**src/logic/dbrt_pkg.sv**
```systemverilog
/*
  Shared constants, types and decode helpers for the dual-button reset timer.
  Assumes a single 50 MHz clock and a 1 us internal time base derived from it.
*/
package dbrt_pkg;

  // ==========================================================================
  // Clock and time base
  localparam int unsigned CLOCK_MHZ        = 50;
  localparam int unsigned TICK_US          = 1;
  localparam int unsigned TICK_CYCLES_DEF  = CLOCK_MHZ * TICK_US;
  localparam int unsigned PRE_W            = 16;

  // ==========================================================================
  // Documented times in their own units
  localparam int unsigned HOLD_TIME_MS     = 7500;
  localparam int unsigned PULSE_LONG_MS    = 400;
  localparam int unsigned PULSE_SHORT_MS   = 80;
  localparam int unsigned DETECT_TIME_US   = 150;
  localparam int unsigned STARTUP_TIME_US  = 150;

  // ==========================================================================
  // Derived counts of time-base ticks
  localparam int unsigned HOLD_TICKS_DEF        = HOLD_TIME_MS * 1000 / TICK_US;
  localparam int unsigned PULSE_LONG_TICKS_DEF  = PULSE_LONG_MS * 1000 / TICK_US;
  localparam int unsigned PULSE_SHORT_TICKS_DEF = PULSE_SHORT_MS * 1000 / TICK_US;
  localparam int unsigned DETECT_TICKS_DEF      = DETECT_TIME_US / TICK_US;
  localparam int unsigned STARTUP_TICKS_DEF     = STARTUP_TIME_US / TICK_US;
  localparam int unsigned CNT_W                 = 24;

  // ==========================================================================
  // Types
  typedef enum logic [2:0] {
    ST_START,
    ST_IDLE,
    ST_HOLD,
    ST_PULSE,
    ST_WAIT
  } dbrt_fsm_type;

  typedef struct packed {
    logic a_n;
    logic b_n;
  } dbrt_buttons_type;

  typedef struct packed {
    logic out;
    logic oe;
  } dbrt_od_pin_type;

  typedef struct packed {
    dbrt_fsm_type     fsm;
    logic [CNT_W-1:0] count;
    logic             strap_long;
    logic             drive;
  } dbrt_state_type;

  typedef struct packed {
    logic [PRE_W-1:0] pre;
  } dbrt_tick_state_type;

  // ==========================================================================
  // Decode
  function automatic logic dbrt_both_low(input dbrt_buttons_type b);
    dbrt_both_low = !b.a_n && !b.b_n;
  endfunction : dbrt_both_low

endpackage : dbrt_pkg

```
**src/logic/dbrt_reset_timer.sv**
```systemverilog
/*
  Dual push-button reset timer: two active-low buttons held together long
  enough give one fixed-length low pulse on an open-drain reset pin.
  Assumes synchronous, debounced inputs and an external pull-up on the pin.
  i_rst stands for the power-on reset; the strap is caught after its release.
*/
`timescale 1ns/1ps
module dbrt_reset_timer
  import dbrt_pkg::*;
#(
  parameter int unsigned TICK_CYCLES       = TICK_CYCLES_DEF,
  parameter int unsigned HOLD_TICKS        = HOLD_TICKS_DEF,
  parameter int unsigned DETECT_TICKS      = DETECT_TICKS_DEF,
  parameter int unsigned STARTUP_TICKS     = STARTUP_TICKS_DEF,
  parameter int unsigned PULSE_LONG_TICKS  = PULSE_LONG_TICKS_DEF,
  parameter int unsigned PULSE_SHORT_TICKS = PULSE_SHORT_TICKS_DEF,
  parameter bit          LONG_PULSE        = 1'b1
)(
  input  wire logic             i_clock,
  input  wire logic             i_rst,
  input  wire logic             i_enable,
  input  wire dbrt_buttons_type i_buttons,
  input  wire logic             i_hold_time_select,
  input  wire logic             i_reset_line,
  output dbrt_od_pin_type       o_reset_pin
);

  // ==========================================================================
  // Checks and derived counts
  localparam int unsigned PULSE_TICKS = LONG_PULSE ? PULSE_LONG_TICKS : PULSE_SHORT_TICKS;

  if (HOLD_TICKS < 1 || DETECT_TICKS < 1 || STARTUP_TICKS < 1 || PULSE_TICKS < 1 ||
      HOLD_TICKS >= (1 << CNT_W) || PULSE_TICKS >= (1 << CNT_W) ||
      DETECT_TICKS >= (1 << CNT_W) || STARTUP_TICKS >= (1 << CNT_W))
  begin : g_bad_counts
    $error("dbrt_reset_timer: tick counts out of range");
  end

  localparam logic [CNT_W-1:0] HOLD_LAST    = CNT_W'(HOLD_TICKS - 1);
  localparam logic [CNT_W-1:0] DETECT_LAST  = CNT_W'(DETECT_TICKS - 1);
  localparam logic [CNT_W-1:0] STARTUP_LAST = CNT_W'(STARTUP_TICKS - 1);
  localparam logic [CNT_W-1:0] PULSE_LAST   = CNT_W'(PULSE_TICKS - 1);

  dbrt_state_type s_ff;
  dbrt_state_type nxt_s;
  logic           both_low;
  logic           tick;
  logic           tick_clear;
  logic [CNT_W-1:0] hold_last;

  assign both_low  = dbrt_both_low(i_buttons);
  assign hold_last = s_ff.strap_long ? HOLD_LAST : DETECT_LAST;

  // ==========================================================================
  // Time base
  // Restarting the phase on release makes the hold exact to the cycle
  assign tick_clear = !both_low && (s_ff.fsm != ST_PULSE) && (s_ff.fsm != ST_START);

  dbrt_tick #(
    .TICK_CYCLES (TICK_CYCLES)
  ) u_tick (
    .i_clock  (i_clock),
    .i_rst    (i_rst),
    .i_enable (i_enable),
    .i_clear  (tick_clear),
    .o_tick   (tick)
  );

  // ==========================================================================
  // Sequencer
  always_comb
  begin
    nxt_s = s_ff;
    if (i_enable)
    begin
      unique case (s_ff.fsm)
        ST_START:
        begin
          // Strap low selects the long hold; frozen once start-up ends
          nxt_s.strap_long = !i_hold_time_select;
          if (tick)
          begin
            if (s_ff.count == STARTUP_LAST)
            begin
              nxt_s.fsm   = ST_IDLE;
              nxt_s.count = '0;
            end
            else
              nxt_s.count = s_ff.count + 1'b1;
          end
        end
        ST_IDLE:
        begin
          if (both_low)
          begin
            nxt_s.fsm   = ST_HOLD;
            nxt_s.count = '0;
          end
        end
        ST_HOLD:
        begin
          if (!both_low)
            nxt_s.fsm = ST_IDLE;
          else if (tick)
          begin
            if (s_ff.count == hold_last)
            begin
              nxt_s.fsm   = ST_PULSE;
              nxt_s.count = '0;
              nxt_s.drive = 1'b1;
            end
            else
              nxt_s.count = s_ff.count + 1'b1;
          end
        end
        ST_PULSE:
        begin
          // Buttons not looked at: the pulse always runs out
          if (tick)
          begin
            if (s_ff.count == PULSE_LAST)
            begin
              nxt_s.fsm   = ST_WAIT;
              nxt_s.count = '0;
              nxt_s.drive = 1'b0;
            end
            else
              nxt_s.count = s_ff.count + 1'b1;
          end
        end
        ST_WAIT:
        begin
          if (!both_low)
            nxt_s.fsm = ST_IDLE;
        end
      endcase
    end
  end

  always_ff @(posedge i_clock or posedge i_rst)
  begin
    if (i_rst)
    begin
      s_ff            <= '0;
      s_ff.fsm        <= ST_START;
      s_ff.strap_long <= 1'b1;
    end
    else
      s_ff <= nxt_s;
  end

  // ==========================================================================
  // Open-drain pin
  // Only ever pulls low; the pull-up gives the high level
  assign o_reset_pin.out = 1'b0;
  assign o_reset_pin.oe  = s_ff.drive;

  // ==========================================================================
  // Assertion helpers
  localparam int unsigned HOLD_CYC    = HOLD_TICKS * TICK_CYCLES;
  localparam int unsigned DETECT_CYC  = DETECT_TICKS * TICK_CYCLES;
  localparam int unsigned PULSE_CYC   = PULSE_TICKS * TICK_CYCLES;
  localparam int unsigned BOOT_CYC    = (STARTUP_TICKS + DETECT_TICKS) * TICK_CYCLES;

  logic [31:0] low_run_ff;
  logic [31:0] oe_run_ff;
  logic [31:0] since_rst_ff;
  logic        rearmed_ff;
  logic [31:0] thr_cyc;

  assign thr_cyc = s_ff.strap_long ? HOLD_CYC : DETECT_CYC;

  always_ff @(posedge i_clock or posedge i_rst)
  begin
    if (i_rst)
    begin
      low_run_ff   <= '0;
      oe_run_ff    <= '0;
      since_rst_ff <= '0;
      rearmed_ff   <= 1'b1;
    end
    else if (i_enable)
    begin
      low_run_ff   <= !both_low ? '0 : (&low_run_ff ? low_run_ff : low_run_ff + 1'b1);
      oe_run_ff    <= !o_reset_pin.oe ? '0 : oe_run_ff + 1'b1;
      since_rst_ff <= &since_rst_ff ? since_rst_ff : since_rst_ff + 1'b1;
      if (!both_low)
        rearmed_ff <= 1'b1;
      else if (o_reset_pin.oe)
        rearmed_ff <= 1'b0;
    end
  end
endmodule : dbrt_reset_timer

```
**src/logic/dbrt_tick.sv**
```systemverilog
/*
  Internal time base: one-cycle tick every TICK_CYCLES enabled clocks.
  Assumes i_clear restarts the phase so a tick lands exactly TICK_CYCLES after it.
*/
`timescale 1ns/1ps
module dbrt_tick
  import dbrt_pkg::*;
#(
  parameter int unsigned TICK_CYCLES = TICK_CYCLES_DEF
)(
  input  wire logic i_clock,
  input  wire logic i_rst,
  input  wire logic i_enable,
  input  wire logic i_clear,
  output logic      o_tick
);

  // ==========================================================================
  // Checks
  if (TICK_CYCLES < 2 || TICK_CYCLES > (1 << PRE_W))
  begin : g_bad_tick
    $error("dbrt_tick: TICK_CYCLES out of range");
  end

  localparam logic [PRE_W-1:0] PRE_LAST = PRE_W'(TICK_CYCLES - 1);

  dbrt_tick_state_type s_ff;
  dbrt_tick_state_type nxt_s;

  // ==========================================================================
  // Prescaler
  always_comb
  begin
    nxt_s = s_ff;
    if (i_enable)
    begin
      if (i_clear || s_ff.pre == PRE_LAST)
        nxt_s.pre = '0;
      else
        nxt_s.pre = s_ff.pre + 1'b1;
    end
  end

  always_ff @(posedge i_clock or posedge i_rst)
  begin
    if (i_rst)
      s_ff <= '0;
    else
      s_ff <= nxt_s;
  end

  // Strobe, suppressed while the phase is being restarted
  assign o_tick = i_enable && !i_clear && (s_ff.pre == PRE_LAST);

endmodule : dbrt_tick

```
**config.mk**
```make
export PLATFORM = sky130hd
export DESIGN_NAME = dbrt_reset_timer
export DESIGN_NICKNAME = d
export VERILOG_FILES = /design/src/logic/dbrt_pkg.sv /design/src/logic/dbrt_reset_timer.sv /design/src/logic/dbrt_tick.sv
export SDC_FILE = /design/constraint.sdc
export NUM_CORES = 1
export LEC_CHECK = 0
export BUFFER_PORTS_ARGS = -buffer_cell sky130_fd_sc_hd__buf_4
export CAP_MARGIN = 20
export CORE_UTILIZATION = 30
export CTS_CLUSTER_SIZE = 8
export DETAILED_ROUTE_END_ITERATION = 10
export HOLD_SLACK_MARGIN = 0.02
export PLACE_DENSITY_LB_ADDON = 0.25
export SETUP_SLACK_MARGIN = 0.15
export SYNTH_ARGS = -nofsm -noshare
export SYNTH_HDL_FRONTEND = slang
export SYNTH_HIERARCHICAL = 1
export SYNTH_SLANG_ARGS = --single-unit
```
**constraint.sdc**
```tcl
create_clock -name i_clock -period 3.3 [get_ports i_clock]
set_input_delay 0.33 -clock i_clock [delete_from_list [all_inputs] [get_ports i_clock]]
set_output_delay 0.33 -clock i_clock [all_outputs]
set_load 0.01 [all_outputs]
```
; ---- After elaboration in Yosys (flattened, before gate mapping)
; Index checks and enable logic that the tools add are counted.
[totals]
word_cells = 69
out_inout_bits = 2
reg_bits = 45
input_bits = 7
[classes]
n_addsub = 2
mux = 23
reduce_logical = 19
eq_ne = 20
[ops]
columns = cell, n
row1 = $mux W27, 4
row2 = $mux W24, 4
row3 = $pmux W24 S4, 1
row4 = $add A24 B1 Y24 const B, 1
row5 = $eq A24 B19 Y1 const B, 1
row6 = $eq A24 B23 Y1, 1
row7 = $eq A24 B8 Y1 const B, 1
row8 = $mux W23, 1
row9 = $ne A2 B2 Y1 const B, 9
row10 = $add A16 B1 Y16 const B, 1
row11 = $eq A16 B6 Y1 const B, 1
row12 = $mux W16, 1
row13 = $mux W3, 5
row14 = $pmux W3 S5, 1
row15 = $reduce_and A7 Y1, 2
row16 = $reduce_and A9 Y1, 1
row17 = $eq A3 B2 Y1 const B, 2
row18 = $ne A3 B3 Y1 const B, 2
row19 = $logic_and A1 B1 Y1, 5
row20 = $logic_not A1 Y1, 5
row21 = $mux W1, 5
row22 = $reduce_bool A4 Y1, 1
row23 = $eq A3 B1 Y1 const B, 1
row24 = $eq A3 B3 Y1 const B, 1
row25 = 7 further kinds, 7

; ---- Depth between registers and ports, before layout
; Gate-level depths: netlist of run 1.
[depth]
depth_word = 11
ltp_mapped = 11
depth_no_buf = 10

; ---- Hierarchy
; The synthesis of run 1 kept the hierarchy.
[by_module_without_submodules]
columns = module, cells_per_inst, n_inst, area_per_inst_um2
row1 = dbrt_reset_timer, 264, 1, 2085.8
row2 = dbrt_tick, 105, 1, 958.4

; ---- Least setup slack after synthesis of run 1
; OpenSTA, ideal clock, no wires.
[synth_path]
path_kind = register -> register
startpoint = reg u_tick/s_ff[1] (netlist name)
endpoint = reg, netlist name s_ff[22]
arrival_ps = 2833
path_stages_with_launch = 11
setup_time_ps = 94
period_less_slack_ps = 2927
n_path_buf = 1
path_slack_ps = 373
path_cell_list = dfrtp_1 -> inv_1 -> ha_1 -> nor4b_1 -> nand4_1 -> nor3_1 -> a21boi_0 -> nor2_1 -> clkbuf_1 -> a41oi_1 -> a211oi_1
[synth_lines]
columns = element, line
row1 = from (decl), dbrt_tick.sv:27  ; dbrt_tick_state_type s_ff;
row2 = from (signal assigned), dbrt_tick.sv:49  ; s_ff <= nxt_s;

==> results of run 1 <==
cell type report:
class,count,area (um^2)
Fill cell,1067,6490
Multi-Input combinational cell,292,1770
Clock buffer,7,86.3
Timing Repair Buffer,16,120
Tap cell,133,166
Inverter,15,56.3
Sequential cell,45,1130
power breakdown:
group          internal (uW)  switching [uW]
clock                    167             191
combinational           94.3             116
sequential               597            88.0
total                    858             395
worst max-delay path by stage:
stage               endpoint  slack, ns  depth (start not counted)
detailed placement  s_ff[21]       0.50                         11
finish              s_ff[21]       0.49                         11
global placement    s_ff[20]       0.50                         11
CTS                 s_ff[21]       0.47                         11
floorplan           s_ff[22]       0.37                         10
global route        s_ff[21]       0.20                         10
flip-flops by register name (all words and copies together), names as in the netlist:
name,count
o_reset_pin,1
s_ff,28
u_tick/s_ff,16
kinds of logic (layout without fill, tap and decap cells):
| group | Yosys count | after routing | synth area share (%) |
|---|---|---|---|
| other | 1 | 1 | 0.123 |
| muxes | 1 | 1 | 0.329 |
| DFF | 45 | 45 | 37.0 |
| adders and majority gates | 4 | 4 | 1.64 |
| buffers and inverters | 32 | 38 | 4.77 |
| xor gates and xnor gates | 11 | 11 | 3.17 |
| AOI/OAI and AO/OA | 71 | 71 | 16.8 |
| and+or+nand+nor | 204 | 204 | 36.2 |
critical path: stages, from the launching register on:
cell and delay (ns):
dfrtp_1 0.44, inv_1 0.10, ha_1 0.14, nor4b_1 0.23, nand4_1 0.16, nor3_1 0.16
buf_4 0.18, o221a_2 0.39, nand2_1 0.29, a211oi_4 0.22, buf_4 0.29, nor3_1 0.10
synth_stat cells, types with 2 or more instances:
library cell / count / share of area, %
a211oi_1: 3 / 0.74
nor2_1: 43 / 5.3
o31ai_1: 3 / 0.74
inv_1: 14 / 1.7
a41oi_1: 2 / 0.58
nor2b_1: 6 / 1.2
buf_2: 2 / 0.33
a31oi_1: 12 / 2.5
xnor2_1: 9 / 2.6
o22ai_1: 3 / 0.62
o21ai_0: 13 / 2.1
or4_1: 3 / 0.74
nand4_2: 2 / 0.82
nand2b_1: 5 / 1.0
buf_4: 2 / 0.49
clkbuf_1: 11 / 1.4
nand2_1: 28 / 3.5
or2_2: 2 / 0.41
nand4_1: 20 / 4.1
nor4_1: 12 / 2.5
ha_1: 4 / 1.6
buf_6: 2 / 0.74
and4_1: 8 / 2.3
a22oi_1: 3 / 0.74
or3_1: 4 / 0.82
dfrtp_1: 44 / 36
xor2_1: 2 / 0.58
and3_1: 4 / 0.82
nor3_1: 33 / 5.4
a21oi_1: 9 / 1.5
o211ai_1: 3 / 0.74
nor4b_1: 3 / 0.86
o41ai_1: 2 / 0.58
nor3b_1: 2 / 0.49
o221ai_1: 2 / 0.58
and2_1: 3 / 0.62
nand3_1: 19 / 3.1
per-layer routing:
layer	up-vias	GRT usage [%]	share of wire (%)
met3	12	3.32	2.9
met2	45	28.2	48
met4	0	6.39	1.6
li1	1400	-	-
met1	1386	20.4	47
met5	-	0	0
per-stage QoR:
step	std cells	cell area, um^2	util [%]	worst slack (ns)
floorplan	369	3040	-	0.373
global placement	501	3240	33.0	0.501
detailed placement	501	3240	33.0	0.495
CTS	508	3330	33.9	0.470
global route	508	3330	33.9	0.204
finish	508	3330	33.9	0.485
==> impl_metrics.yaml, run 1 <==
synth:
  ys_ff_latch: 45
  synth_flop_cell: "dfrtp_1"
  ys_warn_count: 6
  ys_async_sr_fraction_pct: 100
  synthCells: 369
  synth_edf_count: 0
  synth_area_um2: 3040
  syn_area_per_cell_um2: 8.25
  synth.yosys.seq_area_share_pct: 37.0
  synth.net_count: 380
  yosysUniqueCellTypes: 64
grt:
  overflow: 0
  grt_max_degree: 30
  grt_pass1_wl_mm: 13.5
  antenna_found_initial: 0
  grt_usage_pct: 16.5
  first_global_vias: 2788
timing:
  finClkSkew_ns: 0.00937
  fmax_ghz: 0.355
  slew_violations: 0
  hold_violations: 0
  fin_crit_ns: 2.81
  worst_pin_slew_ns: 0.835
  finalSetupViolations: 0
  rsz0062_at_grt: "no"
  whs_ns: 0.115
  fin_crit_sh_pct: 85.3
  fin_setup_tns_ns: 0
  maxSlewHeadroom_pct: 43.9
power_and_ir_drop:
  ir_worst_vdd_v: 0.000224
  total_power_uw: 1250
  p_per_area_nw_per_um2: 376
  p_leak_uw: 0.00127
routing:
  dr.pass1.iters: 4
  wirelength_mm: 7.80
  drc: 0
  via_count: 2843
  vias_per_cell: 5.60
  avgRoutedWirePerCell_um: 15.4
  drt-initial-drc-count: 172
  antenna_left: 0
setup_path:
  cp.arrival_ns: 3.01
  r2r-end: "s_ff[21]"
  rr_worst_depth: 11
  worstSetupPathType: "flip-flop to flip-flop"
  crit_start: "u_tick/s_ff[1]"
  worstReg2RegStart: "u_tick/s_ff[1]"
  path_max_fanout: 19
  rrSetupSlack_ns: 0.49
  cp.required_ns: 3.49
  cp-start-kind: "flip-flop"
  endpoint_kind: "flip-flop"
floorplanning:
  die_area_um2: 10600
  fp-row-count: 36
  initial_core_util_pct: 31.0
  pin_count: 9
  die_y_um: 103
  die_w_um: 103
  core_um2: 9820
cts:
  numCtsBuffers: 5
  clock_path_buffers: 2
  cts_resized: 0
  clk_pin_slew_ns: 0.09
  clk_latency_ns: 0.31
  cts.sinks: 45
  htreeDepth: 2
  root_buffer: "clkbuf_8"
  postCtsHoldBufs: 0
  cts_tree: "yes"
  postCtsSetupBuffers: 0
placement:
  place_congestion: 0.864
  place_hpwl_mm: 5.45
  io_buffers: 6
final_layout:
  final_common_cell: "dfrtp_1"
  diodes: 0
  drive_above_1_share_pct: 9.33
  final_cell_mix: "44 x dfrtp_1, 43 x nor2_1, 33 x nor3_1"
  syn_to_final_growth_pct: 9.33
  final_nets: 386
hold_path:
  hp-class: "primary input to async pin"
run_status:
  status: "finished clean"
flow_run:
  drv_cap: 0
Power figures use the tool's default switching activity.
==> run 2, diff against run 1 <==
--- a/config.mk
+++ b/config.mk
@@ -7,6 +7,7 @@
 export LEC_CHECK = 0
 export BUFFER_PORTS_ARGS = -buffer_cell sky130_fd_sc_hd__buf_4
 export CAP_MARGIN = 20
+export CORE_ASPECT_RATIO = 0.9
 export CORE_UTILIZATION = 30
 export CTS_CLUSTER_SIZE = 8
 export DETAILED_ROUTE_END_ITERATION = 10
==> constraint.sdc (replaced) <==
create_clock -name i_clock -period 2.3 [get_ports i_clock]
set_input_delay 0.23 -clock i_clock [delete_from_list [all_inputs] [get_ports i_clock]]
set_output_delay 0.23 -clock i_clock [all_outputs]
set_load 0.01 [all_outputs]
==> impl_metrics.yaml, run 2 (synthesized netlist as in run 1, its figures left out) <==
grt:
  grt_usage_pct: 18.8
  grt_pass1_wl_mm: 15.7
  antenna_found_initial: 0
  first_global_vias: 3057
  overflow: 0
  grt_max_degree: 22
cts:
  cts_tree: "yes"
  clk_pin_slew_ns: 0.07
  clock_path_buffers: 2
  cts.sinks: 45
  htreeDepth: 2
  root_buffer: "clkbuf_16"
  numCtsBuffers: 5
  clk_latency_ns: 0.29
floorplanning:
  die_w_um: 108
  die_area_um2: 10600
  initial_core_util_pct: 31.1
  die_y_um: 97.6
  fp-row-count: 34
  pin_count: 9
  core_um2: 9780
power_and_ir_drop:
  switchingPower_uw: 699
  p_per_area_nw_per_um2: 542
  total_power_uw: 2370
  pwr-share-comb_pct: 24.3
  p_leak_uw: 0.00180
  seqPwrFrac_pct: 39.0
  ir_worst_vdd_v: 0.000299
  p_int_uw: 1670
  swShare_pct: 29.5
  p_clk_share_pct: 36.8
timing:
  slew_violations: 0
  finalSetupViolations: 19
  fin_crit_sh_pct: 102
  maxSlewHeadroom_pct: 56.2
  rsz0062_at_grt: "yes"
  hold_violations: 0
  worst_pin_slew_ns: 0.656
  fmax_ghz: 0.428
  fin_crit_ns: 2.34
  postLayoutSetupSlackWorst_ns: -0.0370
  finClkSkew_ns: 0.00895
placement:
  place_hpwl_mm: 6.45
  place_congestion: 0.834
  io_buffers: 6
  place_ws_ns: -0.114
final_layout:
  drive_above_1_share_pct: 32.1
  final_cell_mix: "72 x buf_4, 44 x dfrtp_1, 42 x nor2_1"
  final_nets: 459
  seq_area_um2: 1130
  largest_register_ffs: 28
  largest_register: "s_ff"
  syn_to_final_growth_pct: 43.6
  final_common_cell: "buf_4"
  diodes: 0
  multi_input_area_um2: 2030
  fillCellCount: 937
routing:
  wirelength_mm: 9.55
  dr.pass1.iters: 5
  drc: 0
  via_count: 3205
  drt-initial-drc-count: 187
  antenna_left: 0
  vias_per_cell: 5.57
  avgRoutedWirePerCell_um: 16.6
setup_path:
  cpMaxStageDelayCell: "or4_4"
  path_cells: "or4_4, a21oi_2, or4b_4, a211oi_4, buf_6, clkbuf_16, nor3_1"
  cp.required_ns: 2.48
  cp.arrival_ns: 2.51
  slowest_delay_ns: 0.55
  cp-start-kind: "flip-flop"
  worstSetupPathType: "flip-flop to flip-flop"
  endpoint_kind: "flip-flop"
  path_max_fanout: 7
  rrSetupSlack_ns: -0.04
flow_run:
  drv_cap: 0
run_status:
  violations: "setup timing"
  status: "finished, violations left"
hold_path:
  hp-class: "primary input to flip-flop"
==> run 2: final cells by class <==
| cell class | instances | area share (%) |
|---|---|---|
| Tap cell | 126 | 3.61 |
| Clock buffer | 6 | 3.18 |
| Inverter | 15 | 1.29 |
| Timing Repair Buffer | 89 | 18.9 |
| Clock inverter | 2 | 0.859 |
| Sequential cell | 45 | 25.8 |
| Multi-Input combinational cell | 292 | 46.4 |
==> run 2: routing by layer <==
metal  wire, um  vias up  GRT usage (%)  share of wire (%)
li1           -     1556              -                  -
met1       4780     1575           28.2                 50
met2       4250       65           27.9                 45
met3        397        9           2.28                4.2
met4        113        0           5.37                1.2
met5          0        -              0                  0
==> run 2: what timing repair did <==
action                     CTS  global route
pin swaps                    7            12
setup buffers                7             6
gates cloned                 2             2
gates resized for setup     26            31
hold endpoints to repair    10             0
setup endpoints to repair   25            26
hold buffers                 1             0
==> run 2: worst max-delay path: cells and delay by family, from the launching register on <==
family	cells	cell delay [ns]
compound gates	2	0.40
flops	1	0.41
buf+inv	2	0.30
simple gates	3	1.10
==> run 2: final timing paths <==
kind / start / to / depth (start not counted)
worst max register to register: s_ff[1] / s_ff[20] / 7
worst min-delay path: i_hold_time_select / s_ff[1] / 2
worst max-delay path: s_ff[1] / s_ff[20] / 7
worst min register to register: s_ff[1] / s_ff[1] / 2
max in group asynchronous: i_rst / s_ff[18] / 4
min in group asynchronous: i_rst / s_ff[5] / 3
==> run 2: power groups by stage <==
stage / clock, uW / combinational [uW] / sequential (uW)
finish: 871 / 575 / 923
global route: 918 / 637 / 929
CTS: 884 / 550 / 918
detailed placement: 0 / 516 / 920
global placement: 0 / 504 / 922
floorplan: 0 / 262 / 959
==> run 2: metrics by stage <==
step           cell area (um^2)  std cells  util [%]  hold WS [ns]  setup TNS, ns
6_report                   4370        575      44.7        0.0841         -0.407
4_1_cts                    4140        567      42.3        0.0839              0
2_1_floorplan              3080        369         -         0.144          -4.05
5_1_grt                    4370        575      44.7        0.0768          -3.06
3_3_place_gp               3710        549      38.0         0.291          -1.04
3_5_place_dp               3710        549      38.0         0.301          -2.21
==> run 3, diff against run 2 <==
==> constraint.sdc (replaced) <==
create_clock -name i_clock -period 2.88 [get_ports i_clock]
set_input_delay 0.288 -clock i_clock [delete_from_list [all_inputs] [get_ports i_clock]]
set_output_delay 0.288 -clock i_clock [all_outputs]
set_load 0.01 [all_outputs]
==> impl_metrics.yaml, run 3 (synthesized netlist as in run 1, its figures left out) <==
final_layout:
  final_nets: 396
  largest_register: "s_ff"
  largest_register_ffs: 28
  syn_to_final_growth_pct: 13.8
  final_area_um2: 3460
  diodes: 0
  final_cell_mix: "44 x dfrtp_1, 42 x nor2_1, 32 x nor3_1"
  final_common_cell: "dfrtp_1"
  drive_above_1_share_pct: 12.4
  final_util_pct: 35.4
timing:
  finalSetupViolations: 0
  worst_pin_slew_ns: 0.712
  finClkSkew_ns: 0.0140
  fin_crit_ns: 2.53
  maxSlewHeadroom_pct: 52.3
  fmax_ghz: 0.395
  fin_setup_tns_ns: 0
  hold_violations: 0
  whs_ns: 0.0970
  slew_violations: 0
  fin_crit_sh_pct: 87.8
  rsz0062_at_grt: "no"
setup_path:
  critPathBufInv: 2
  slowest_delay_ns: 0.44
  cp.arrival_ns: 2.72
  critical_path.top_delay_family: "simple AND/OR/NAND/NOR gates"
  endpoint: "s_ff[22]"
  worstReg2RegStart: "u_tick/s_ff[9]"
  rr_worst_depth: 9
  r2r-end: "s_ff[22]"
  path_max_fanout: 13
  crit_start: "u_tick/s_ff[9]"
  rrSetupSlack_ns: 0.35
  worstSetupPathType: "flip-flop to flip-flop"
  cp.required_ns: 3.08
  cpMaxStageDelayCell: "dfrtp_1"
  endpoint_kind: "flip-flop"
  worst-path-stages: 9
  cp-start-kind: "flip-flop"
  path_cells: "nor4_1, nand4_1, nor3_2, buf_4, o221ai_1, nor2_2, buf_6, a41oi_1, a211oi_1"
grt:
  top_usage_layer: "met2"
  overflow: 0
  grt_usage_pct: 16.2
  grt_pass1_wl_mm: 13.6
  met1_usage_pct: 23.6
  use_met2_pct: 24.7
  antenna_found_initial: 0
  met3_usage_pct: 2.62
  grt_max_degree: 30
  first_global_vias: 2693
cts:
  root_buffer: "clkbuf_16"
  numCtsBuffers: 5
  cts_tree: "yes"
  clock_path_buffers: 2
  htreeDepth: 2
  cts.sinks: 45
  clk_pin_slew_ns: 0.07
  postCtsHoldBufs: 0
  clk_latency_ns: 0.29
power_and_ir_drop:
  swShare_pct: 30.4
  p_clk_share_pct: 35.1
  p_per_area_nw_per_um2: 471
  p_leak_uw: 0.00135
  p_int_uw: 1140
  seqPwrFrac_pct: 47.0
  ir_worst_vdd_v: 0.000214
  pwr-share-comb_pct: 18.0
  switchingPower_uw: 496
placement:
  place_congestion: 0.837
  io_buffers: 6
  place_hpwl_mm: 5.57
  placed_area_um2: 3300
routing:
  via_count: 2869
  dr.pass1.iters: 6
  antenna_left: 0
  vias_per_cell: 5.60
  wirelength_mm: 8.16
  drc: 0
  drt-initial-drc-count: 127
  avgRoutedWirePerCell_um: 15.9
floorplanning:
  initial_core_util_pct: 31.1
  die_area_um2: 10600
  die_w_um: 108
  die_y_um: 97.6
  core_um2: 9780
  pin_count: 9
  fp-row-count: 34
hold_path:
  hp-class: "primary input to async pin"
flow_run:
  drv_cap: 0
run_status:
  status: "finished clean"
==> run 3: power by group through the flow <==
| stage | logic [uW] | registers (uW) | clock network, uW |
|---|---|---|---|
| 2_1_floorplan | 208 | 764 | 0 |
| 3_3_place_gp | 284 | 775 | 0 |
| 3_5_place_dp | 290 | 776 | 0 |
| 4_1_cts | 294 | 764 | 593 |
| 5_1_grt | 336 | 778 | 616 |
| 6_report | 293 | 766 | 572 |
==> run 3: layer usage <==
layer | share of wire [%] | vias up
met1 | 51 | 1392
met5 | 0 | -
li1 | - | 1422
met4 | 0.67 | 0
met2 | 45 | 46
met3 | 3.4 | 9
==> run 3: final cells by class <==
type | count | area, um^2
Fill cell | 1015 | 6320
Timing Repair Buffer | 26 | 203
Clock inverter | 1 | 5.00
Inverter | 15 | 56.3
Multi-Input combinational cell | 292 | 1780
Clock buffer | 7 | 133
Sequential cell | 45 | 1130
Tap cell | 126 | 158
==> run 3: worst min path at each step <==
stage	start	to	slack, ns	depth (start not counted)
global placement	i_rst	s_ff[28]	0.41	3
detailed placement	i_rst	s_ff[5]	0.42	3
global route	i_rst	u_tick/s_ff[2]	0.14	2
finish	i_rst	u_tick/s_ff[2]	0.1	2
floorplan	i_rst	u_tick/s_ff[0]	0.20	1
CTS	i_rst	s_ff[15]	0.11	3
==> run 3: per-stage QoR <==
stage	setup WS, ns	std cells	total power, uW
6_report	0.351	512	1630
2_1_floorplan	0.164	369	972
4_1_cts	0.233	510	1650
3_5_place_dp	0.266	502	1070
5_1_grt	0.153	512	1730
3_3_place_gp	0.280	502	1060
==> run 3: repair_timing <==
| action | CTS | global route |
|---|---|---|
| resized for setup | 0 | 5 |
| setup endpoints to repair | 0 | 19 |
| setup buffers | 0 | 1 |
